[config.mk]
export PLATFORM = sky130hd
export DESIGN_NAME = qss_sequencer
export DESIGN_NICKNAME = d
export VERILOG_FILES = /design/src/shared/qss_pkg.sv /design/src/logic/qss_sequencer.sv /design/src/logic/qss_sync.sv
export VERILOG_INCLUDE_DIRS = /design/src /design/src/shared
export SDC_FILE = /design/constraint.sdc
export NUM_CORES = 1
export LEC_CHECK = 0
export ABC_AREA = 1
export BUFFER_PORTS_ARGS = -buffer_cell sky130_fd_sc_hd__buf_2
export CAP_MARGIN = 20
export CORE_ASPECT_RATIO = 0.5
export CORE_MARGIN = 8
export CORE_UTILIZATION = 40
export DETAILED_ROUTE_END_ITERATION = 6
export PLACE_DENSITY_LB_ADDON = 0.3
export REMOVE_ABC_BUFFERS = 1
export SLEW_MARGIN = 20
export SYNTH_ARGS = -nofsm -noshare
export SYNTH_HDL_FRONTEND = slang
export SYNTH_HIERARCHICAL = 1
export SYNTH_SLANG_ARGS = --single-unit
[constraint.sdc]
create_clock -name clock -period 1.6 [get_ports clock]
set_input_delay 0.08 -clock clock [delete_from_list [all_inputs] [get_ports clock]]
set_output_delay 0.08 -clock clock [all_outputs]
set_load 0.05 [all_outputs]
[src/shared/qss_cfg.svh]
// How it works
// - power on: after a supply is good, wait delay timer before next enable.
// - power off: after a supply is off, wait delay timer before next disable.
// - open delay timer node means the minimum delay, no programmed wait.
// - power-good timeout starts each time an enable rises in power on.
// - power-good timeout clears when the enabled supply reports good, restarts at the next enable.
// - power-good timeout is watched only during power on.
// - power-good timeout supervision off when its input is grounded.
// - a supply counts on or off when its sense crosses the common threshold.
// - detect sequence, command, timeout and external faults.
// - any fault drops all four enables at once.
// - a fault from own supplies pulls the shared fault line low at once.
// - fault holds until all sense inputs and on command are low.
// - external fault also waits for the fault line to be released by others.
// - chain position read from the hysteresis config strap.
// - chain handshake on done to on node by levels only.
// - on command high starts power on, beginning with the delay timer.
// - on command low after done starts power off, fourth supply first.
// - done pulls low when the last supply is on, releases after power off.
// - power-good timeout expiry before supply good raises a fault.
`ifndef QSS_CFG_SVH
`define QSS_CFG_SVH
`define QSS_NUM_SUPPLIES 4
`define QSS_SYNC_STAGES  2
`define QSS_ENABLE_RESET 4'h0
`define QSS_CHAIN_FIRST  1'b0
`define QSS_RELEASE_WAIT 2'h2
`endif

[src/shared/qss_pkg.sv]
package qss_pkg;
  typedef enum logic [2:0] {
    QSS_IDLE     = 3'b000,
    QSS_ON_DELAY = 3'b001,
    QSS_ON_WAIT  = 3'b011,
    QSS_DONE     = 3'b010,
    QSS_OFF_WAIT = 3'b110,
    QSS_OFF_DLY  = 3'b111,
    QSS_FAULT    = 3'b101
  } qss_state_t;
  typedef enum logic [1:0] {
    QSS_FLT_NONE = 2'h0,
    QSS_FLT_INT  = 2'h1,
    QSS_FLT_EXT  = 2'h2
  } qss_fault_t;
endpackage

[src/logic/qss_sequencer.sv]
`timescale 1ns/1ps
`include "qss_cfg.svh"
module qss_sequencer #(
  parameter int NUM = `QSS_NUM_SUPPLIES
) (
  input  wire logic           clock,
  input  wire logic           reset,
  input  wire logic [NUM-1:0] supply_good_sense,
  input  wire logic           on_command,
  input  wire logic           inter_supply_delay_timer_expired,
  input  wire logic           inter_supply_delay_timer_open,
  input  wire logic           power_good_timeout_expired,
  input  wire logic           power_good_timeout_grounded,
  input  wire logic           hysteresis_chain_config,
  input  wire logic           fault_line_in,
  output logic      [NUM-1:0] supply_enable,
  output logic                inter_supply_delay_timer_run,
  output logic                power_good_timeout_run,
  output logic                done_out,
  output logic                done_oe,
  output logic                fault_out,
  output logic                fault_oe,
  output logic                fault_internal,
  output logic                chain_not_first
);
  import qss_pkg::*;

  localparam int IW = NUM + 6;
  typedef struct packed {
    qss_state_t       st;
    qss_fault_t       flt;
    logic [1:0]       idx;
    logic [NUM-1:0]   en;
    logic             tmr_run;
    logic             pgt_run;
    logic             done_low;
    logic             fault_low;
    logic             flt_int;
    logic             chain_nf;
    logic             strap_taken;
    logic [1:0]       rel_wait;
  } qss_state_s_t;

  qss_state_s_t s_q;
  qss_state_s_t s_d;
  logic [IW-1:0] raw_in;
  logic [IW-1:0] sync_in;
  logic [NUM-1:0] good;
  logic on_s;
  logic tmr_exp;
  logic tmr_open;
  logic pgt_exp;
  logic pgt_gnd;
  logic fault_ext;
  logic good_cur;
  logic off_cur;
  logic delay_done;
  logic seq_err;
  logic int_fault;
  logic [NUM-1:0] should_on;

  // ---------------------------------------------
  // input synchronisation
  // ---------------------------------------------
  assign raw_in = {supply_good_sense, on_command, inter_supply_delay_timer_expired,
                   inter_supply_delay_timer_open, power_good_timeout_expired,
                   power_good_timeout_grounded, ~fault_line_in};
  qss_sync #(
    .WIDTH (IW)
  ) qss_sync_i (
    .clock (clock),
    .reset (reset),
    .din   (raw_in),
    .dout  (sync_in)
  );

  // ---------------------------------------------
  // decoded conditions
  // ---------------------------------------------
  assign good      = sync_in[IW-1:6];
  assign on_s      = sync_in[5];
  assign tmr_exp   = sync_in[4];
  assign tmr_open  = sync_in[3];
  assign pgt_exp   = sync_in[2];
  assign pgt_gnd   = sync_in[1];
  // own pull-down and its synchroniser echo are masked so only others count
  assign fault_ext = sync_in[0] && !s_q.fault_low && (s_q.rel_wait == 2'h0);
  assign good_cur  = good[s_q.idx];
  assign off_cur   = !good[s_q.idx];
  assign delay_done = tmr_exp || tmr_open;

  // enabled supplies must stay good; sequence error otherwise
  generate
    for (genvar g = 0; g < NUM; g++) begin : g_chk
      always_comb begin
        should_on[g] = 1'b0;
        if (s_q.st == QSS_DONE) begin
          should_on[g] = 1'b1;
        end else if (s_q.st == QSS_ON_WAIT || s_q.st == QSS_ON_DELAY) begin
          should_on[g] = (g < int'(s_q.idx));
        end else if (s_q.st == QSS_OFF_WAIT || s_q.st == QSS_OFF_DLY) begin
          should_on[g] = (g < int'(s_q.idx));
        end
      end
    end
  endgenerate

  always_comb begin
    seq_err = |(should_on & ~good);
    int_fault = seq_err;
    unique case (s_q.st)
      QSS_ON_DELAY, QSS_ON_WAIT: begin
        if (!on_s) int_fault = 1'b1;
        if (s_q.st == QSS_ON_WAIT && pgt_exp && !pgt_gnd && !good_cur) begin
          int_fault = 1'b1;
        end
      end
      QSS_OFF_WAIT, QSS_OFF_DLY: begin
        if (on_s) int_fault = 1'b1;
      end
      default: ;
    endcase
  end

  // ---------------------------------------------
  // sequencing state machine
  // ---------------------------------------------
  always_comb begin
    s_d = s_q;
    s_d.tmr_run = 1'b0;
    s_d.pgt_run = 1'b0;
    if (!s_q.strap_taken) begin
      s_d.chain_nf    = hysteresis_chain_config;
      s_d.strap_taken = 1'b1;
    end
    if (s_q.st != QSS_FAULT && (int_fault || fault_ext)) begin
      s_d.st        = QSS_FAULT;
      s_d.en        = '0;
      s_d.fault_low = 1'b1;
      s_d.flt       = int_fault ? QSS_FLT_INT : QSS_FLT_EXT;
      s_d.flt_int   = int_fault;
      s_d.done_low  = 1'b0;
      s_d.rel_wait  = 2'h0;
    end else begin
      unique case (s_q.st)
        QSS_IDLE: begin
          if (on_s) begin
            s_d.st  = QSS_ON_DELAY;
            s_d.idx = 2'h0;
          end
        end
        QSS_ON_DELAY: begin
          s_d.tmr_run = !delay_done;
          if (delay_done && !s_q.tmr_run) begin
            s_d.tmr_run = 1'b1;
          end else if (delay_done) begin
            s_d.en[s_q.idx] = 1'b1;
            s_d.st = QSS_ON_WAIT;
          end
        end
        QSS_ON_WAIT: begin
          s_d.pgt_run = !pgt_gnd && !good_cur;
          if (good_cur) begin
            s_d.pgt_run = 1'b0;
            if (s_q.idx == 2'(NUM - 1)) begin
              s_d.st       = QSS_DONE;
              s_d.done_low = 1'b1;
            end else begin
              s_d.idx = s_q.idx + 2'h1;
              s_d.st  = QSS_ON_DELAY;
            end
          end
        end
        QSS_DONE: begin
          if (!on_s) begin
            s_d.st  = QSS_OFF_WAIT;
            s_d.idx = 2'(NUM - 1);
            s_d.en[NUM-1] = 1'b0;
          end
        end
        QSS_OFF_WAIT: begin
          if (off_cur) begin
            if (s_q.idx == 2'h0) begin
              s_d.st       = QSS_IDLE;
              s_d.done_low = 1'b0;
            end else begin
              s_d.st = QSS_OFF_DLY;
            end
          end
        end
        QSS_OFF_DLY: begin
          s_d.tmr_run = !delay_done;
          if (delay_done && !s_q.tmr_run) begin
            s_d.tmr_run = 1'b1;
          end else if (delay_done) begin
            s_d.idx = s_q.idx - 2'h1;
            s_d.en[s_q.idx - 2'h1] = 1'b0;
            s_d.st = QSS_OFF_WAIT;
          end
        end
        QSS_FAULT: begin
          s_d.en = '0;
          if (s_q.rel_wait != 2'h0) begin
            s_d.rel_wait = s_q.rel_wait - 2'h1;
          end
          if ((|good) || on_s) begin
            s_d.fault_low = 1'b1;
            s_d.rel_wait  = 2'h0;
          end else if (s_q.fault_low) begin
            // let go first, then judge the line once the echo has passed
            s_d.fault_low = 1'b0;
            s_d.rel_wait  = `QSS_RELEASE_WAIT;
          end else if (s_q.rel_wait == 2'h0 && (s_q.flt_int || !fault_ext)) begin
            s_d.st      = QSS_IDLE;
            s_d.flt     = QSS_FLT_NONE;
            s_d.flt_int = 1'b0;
          end
        end
        default: begin
          s_d.st = QSS_IDLE;
        end
      endcase
    end
  end

  always_ff @(posedge clock) begin
    if (reset) begin
      s_q.st          <= QSS_IDLE;
      s_q.flt         <= QSS_FLT_NONE;
      s_q.idx         <= 2'h0;
      s_q.en          <= `QSS_ENABLE_RESET;
      s_q.tmr_run     <= 1'b0;
      s_q.pgt_run     <= 1'b0;
      s_q.done_low    <= 1'b0;
      s_q.fault_low   <= 1'b0;
      s_q.flt_int     <= 1'b0;
      s_q.chain_nf    <= `QSS_CHAIN_FIRST;
      s_q.strap_taken <= 1'b0;
      s_q.rel_wait    <= 2'h0;
    end else begin
      s_q <= s_d;
    end
  end

  // ---------------------------------------------
  // outputs
  // ---------------------------------------------
  assign supply_enable                = s_q.en;
  assign inter_supply_delay_timer_run = s_q.tmr_run;
  assign power_good_timeout_run       = s_q.pgt_run;
  assign done_out                     = 1'b0;
  assign done_oe                      = !s_q.done_low;
  assign fault_out                    = 1'b0;
  assign fault_oe                     = !s_q.fault_low;
  assign fault_internal               = s_q.flt_int;
  assign chain_not_first              = s_q.chain_nf;
endmodule // qss_sequencer

[src/logic/qss_sync.sv]
`timescale 1ns/1ps
`include "qss_cfg.svh"
module qss_sync #(
  parameter int WIDTH = 1
) (
  input  wire logic             clock,
  input  wire logic             reset,
  input  wire logic [WIDTH-1:0] din,
  output logic      [WIDTH-1:0] dout
);
  typedef struct packed {
    logic [WIDTH-1:0] meta;
    logic [WIDTH-1:0] stab;
  } qss_sync_st_t;
  qss_sync_st_t s_q;
  qss_sync_st_t s_d;
  // ---------------------------------------------
  // two flop synchroniser
  // ---------------------------------------------
  always_comb begin
    s_d      = s_q;
    s_d.meta = din;
    s_d.stab = s_q.meta;
  end
  always_ff @(posedge clock) begin
    if (reset) begin
      s_q <= '0;
    end else begin
      s_q <= s_d;
    end
  end
  assign dout = s_q.stab;
endmodule // qss_sync

Word level (Yosys, flattened, before mapping) --
Index checks and enable logic that the tools add are counted.
Word-level totals: input bits 13, output and inout bits 12, logic and storage cells 182, flip-flop bits (word level) 38
Operators by class: magnitude comparators 7, add/subtract/negate cells 3, bitwise logic cells 9, mux-type cells 62, equality and inequality tests 35, reductions and logical operators 51
Operators by type and width (number):
- 3-bit 2-to-1 mux | 9
- 1-bit 2-to-1 mux | 25
- 2-bit != test, second input constant | 12
- 2-bit 2-to-1 mux | 11
- 11-bit AND reduction | 2
- 3-bit != test, second input constant | 7
- 3-bit case mux with 7 select lines | 1
- 5-bit 2-to-1 mux | 4
- 3-bit by 2-bit != test with 1-bit output, second input constant | 5
- 6-bit 2-to-1 mux | 2
- 4-bit OR reduction | 3
- 1-bit logical AND | 11
- 5-bit AND reduction | 2
- 3-bit equality test, second input constant | 3
- 3-bit case mux with 3 select lines | 1
- 4-bit bitwise AND | 2
- 4-bit 2-to-1 mux | 2
- 2-bit by 1-bit != test with 1-bit output, second input constant | 4
- 4-bit NOT | 2
- 2-bit case mux with 4 select lines | 1
- 8-bit AND reduction | 1
- 2-bit nonzero test | 4
- 4-bit nonzero test | 2
- 2-bit OR reduction | 4
- 24 further kinds | 47

Longest topological paths before layout --
depth after elaboration 14, gate-level depth with buffers 14, mapped depth without buffers 14

By module --
Netlist, hierarchy kept.
By module, submodules not included:
- qss_sequencer | cells each 213, area an instance 1356.3 sq um, instances 1
- qss_sync | cells each 62, area an instance 573.0 sq um, instances 1

Least setup slack after synthesis --
Ideal clock, no wire load.
path type reg-to-reg, start point register s_q[13] in the netlist's numbering, end point register s_q[18] in the netlist's numbering, setup time 0.109 ns, data arrival time 1.536 ns, path slack -0.045 ns, cell stages (with the launch flop) 15, data required time 1.491 ns, cells stage by stage dfxtp_1 > inv_1 > ha_1 > nor2_1 > nor2_1 > nand2_1 > nand2_1 > nand2_1 > nand2_2 > nand3_2 > nand2_2 > nand2_2 > inv_2 > nand2_1 > inv_1
On the way: cells in the longest elaborated chain, start to end 12
Ends and longest elaborated chain:
- start, declared | RTL line qss_sequencer.sv:44 | qss_state_s_t s_q;
- 1-bit by 2-bit < comparator with 1-bit output or 2-bit < comparator (tied branches) | RTL line qss_sequencer.sv:100, qss_sequencer.sv:102
- 1-bit 2-to-1 mux | RTL line qss_sequencer.sv:101 | end else if (s_q.st == QSS_OFF_WAIT || s_q.st == QSS_OFF_DLY) begin
- 1-bit 2-to-1 mux | RTL line qss_sequencer.sv:99 | end else if (s_q.st == QSS_ON_WAIT || s_q.st == QSS_ON_DELAY) begin
- 1-bit 2-to-1 mux | RTL line qss_sequencer.sv:97 | if (s_q.st == QSS_DONE) begin
- 4-bit bitwise AND | RTL line qss_sequencer.sv:109 | seq_err = |(should_on & ~good);
- 4-bit OR reduction | RTL line qss_sequencer.sv:109
- 1-bit 2-to-1 mux | RTL line qss_sequencer.sv:113 | if (!on_s) int_fault = 1'b1;
- 1-bit 2-to-1 mux | RTL line qss_sequencer.sv:114 | if (s_q.st == QSS_ON_WAIT && pgt_exp && !pgt_gnd && !good_cur) begin
- 1-bit case mux with 2 select lines | RTL line qss_sequencer.sv:111 | unique case (s_q.st)
- 1-bit logical OR | RTL line qss_sequencer.sv:136 | if (s_q.st != QSS_FAULT && (int_fault || fault_ext)) begin
- 1-bit logical AND | RTL line qss_sequencer.sv:136
- 2-bit OR reduction (no line)
Parallel ways exist; a longest one is shown, timed or not. The select of a mux whose other input is x is not followed. A chain may end at the register's enable or synchronous reset.

Worst setup path in the final report --
start point register s_q[13] in the netlist's numbering, end point register s_q[17] in the netlist's numbering
On the way: cells in the longest elaborated chain, start to end 13
Ends and longest elaborated chain (RTL line):
- 1-bit by 2-bit < comparator with 1-bit output or 2-bit < comparator (tied branches) | qss_sequencer.sv:100, qss_sequencer.sv:102
- 1-bit 2-to-1 mux | qss_sequencer.sv:101
- 1-bit 2-to-1 mux | qss_sequencer.sv:99
- 1-bit 2-to-1 mux | qss_sequencer.sv:97
- 4-bit bitwise AND | qss_sequencer.sv:109
- 4-bit OR reduction | qss_sequencer.sv:109
- 1-bit 2-to-1 mux | qss_sequencer.sv:113
- 1-bit 2-to-1 mux | qss_sequencer.sv:114
- 1-bit case mux with 2 select lines | qss_sequencer.sv:111
- 1-bit logical OR | qss_sequencer.sv:136
- 1-bit logical AND | qss_sequencer.sv:136
- 3-bit by 2-bit != test with 1-bit output (no line) or 3-bit != test (tied branches)
- 11-bit AND reduction (no line)
Parallel ways exist; a longest one is shown, timed or not. The select of a mux whose other input is x is not followed.

==> reports/metrics.yaml <==
place_hpwl_um: 3440
cts.sinks: 38
antennaDiodeCount: 0
tns_ns: -0.456
ios: 25
wl_per_cell_um: 12.6
grt_overflow: 0
seq_area_frac_synth: 0.394
cp-end-kind: "register"
synth_cells: 275
drt-total-wl_um: 5100
grt_pass1_vias: 1840
insertion_delay_ns: 0.29
syn_area_per_cell_um2: 7.02
failed_checks: "setup timing"
synth.distinct_cells: 30
status: "complete, but fails checks"
timing.fmax_mhz: 594
crit_arrival_ns: 1.88
final_nets: 356
cts_tree: "done"
rr_startpoint: "s_q[13]$_SDFFE_PP0P_"
crit_path_start_kind: "register"
grt_max_degree: 23
synth_area_um2: 1930
grtUsageMet2: 0.229
min_path_type: "input pin to register"
period_share: 1.05
yosysWarnings: 6
cap_violations: 0
h-tree-depth: 2
whs_ns: 0.0711
drv_slew: 0
synth_top_area_share: 0.394
drt-initial-drc-count: 88
placement_rows: 17
worstPathMaxFanout: 5
cpMaxStageDelayCell: "dfxtp_4"
top_usage_layer: "met2"
initial_core_util: 0.428
clk_path_buf_depth: 2
final_antenna_net_count: 0
hp-start: "hysteresis_chain_config"
ys_seq_elements: 38
ys_top_cells_by_area: "dfxtp_1 (39%), nor2_1 (9.1%), inv_1 (8.6%)"
cp.required_ns: 1.79
gp_congestion: 0.927
rsz0062_at_grt: "true"
layout_common_cells: "nor2_1 (43), inv_1 (39), nand2_1 (37)"
dr.pass1.iters: 4
path_clk_slew_ns: 0.08
fillCellCount: 405
startpoint: "s_q[13]$_SDFFE_PP0P_"
drc: 0
design_area_um2: 2720
p_per_area_nw_per_um2: 1770
crit_type: "register to register"
via_count: 1891
post_dp_cell_area_um2: 2280
die_y_um: 65.1
die_w_um: 114
viasPerCell: 4.69
finalClockSkew_ns: 0.00633
hold_violations: 0
max_stage_delay_ns: 0.39
final_common_cell: "nor2_1"
grt_pass1_wl_um: 8440
grt_use_total: 0.139
ir_drop_mv: 0.605
cellLeakagePower_uw: 0.00129
antenna_found_initial: 0
use_met3: 0.0410
worst_slack_ns: -0.0834
layout_min_cycle_time_ns: 1.68
cts_made_buffers: 5
drive_gt1_frac: 0.335
area_growth_pct: 41.1
die_area_um2: 7440
cts_root_buf: "clkbuf_8"
place_ws_ns: -0.117
coreArea_um2: 4510
path_cells: "ha_4, inv_2, nor2_1, nor2_1, nand2_1, nand2_1, nand2_1, nand2_2, nand3_4, nand2_4, nand2_4, a21oi_2, nor2_1"
yosys.area.top_type: "dfxtp_1"
port-buffer-count: 22
setup_viol: 12
use_met1: 0.172
rrSetupSlack_ns: -0.08
-- state kept, by name (all words and copies together), names as in the netlist --
signal	count
chain_not_first	1
fault_internal	1
inter_supply_delay_timer_run	1
power_good_timeout_run	1
qss_sync_i/dout	10
qss_sync_i/s_d	10
s_q	10
supply_enable	4
-- repair_timing --
item                                    4_1_cts  5_1_grt
resized for setup                            31       19
hold buffers                                 10        0
hold endpoints to repair                     10        0
pin swaps                                     5       10
endpoints found under the setup margin       16       16
buffers inserted                              2        1
-- Yosys cell counts, drive strengths merged --
library cell  count
inv              50
nor2             50
nand2            47
dfxtp            38
o21ai            22
a21oi            17
nand3            11
buf              10
ha                7
nor3              7
nand4             6
o211ai            2
a211oi            1
a31oi             1
and2              1
conb              1
nand3b            1
nor3b             1
o21a              1
or2               1
-- logic make-up after synthesis --
group / after synthesis / synth area share
other: 1 / 0.00194
AOI/OAI and AO/OA: 44 / 0.120
and+or+nand+nor: 125 / 0.298
DFF: 38 / 0.394
adders and majority gates: 7 / 0.0454
buffers and inverters: 60 / 0.140
-- area by class of cell --
class / count / area, um2 / area share
Sequential cell: 38 / 768 / 0.282
Tap cell: 66 / 82.6 / 0.0303
Timing Repair Buffer: 63 / 472 / 0.173
Clock inverter: 2 / 60.1 / 0.0221
Clock buffer: 6 / 82.6 / 0.0303
Inverter: 50 / 195 / 0.0717
Multi-Input combinational cell: 178 / 1060 / 0.390
-- through the flow --
step,total power [uW],instances,util
detailed placement,3240,382,0.505
finish,4820,403,0.604
global route,5110,403,0.604
CTS,4530,402,0.588
global placement,3200,382,0.505
floorplan,2490,266,-
-- worst max-delay path: cells and delay by family (launching register included) --
family / cells / cell delay, ns
simple gates: 10 / 0.82
buf+inv: 1 / 0.05
flops: 1 / 0.39
fa+ha+maj: 1 / 0.17
compound gates: 1 / 0.14
-- path summary, 6_finish.rpt --
path / depth (start not counted) / end
max: 13 / s_q[17]$_SDFFE_PP0P_
min: 3 / chain_not_first$_SDFFE_PP0N_
max reg2reg: 13 / s_q[17]$_SDFFE_PP0P_
min reg2reg: 2 / qss_sync_i/dout[6]$_SDFF_PP0_
-- routing by layer --
metal  wire length (um)  vias to the layer above
li1                   -                      977
met1               2340                      841
met2               2310                       67
met3                386                        6
met4                 51                        0
met5                  0                        -
-- power by group --
part | internal, uW | switching, uW
logic | 1030 | 1520
clock network | 665 | 349
registers | 1100 | 157
(Power assumes the default switching activity.)
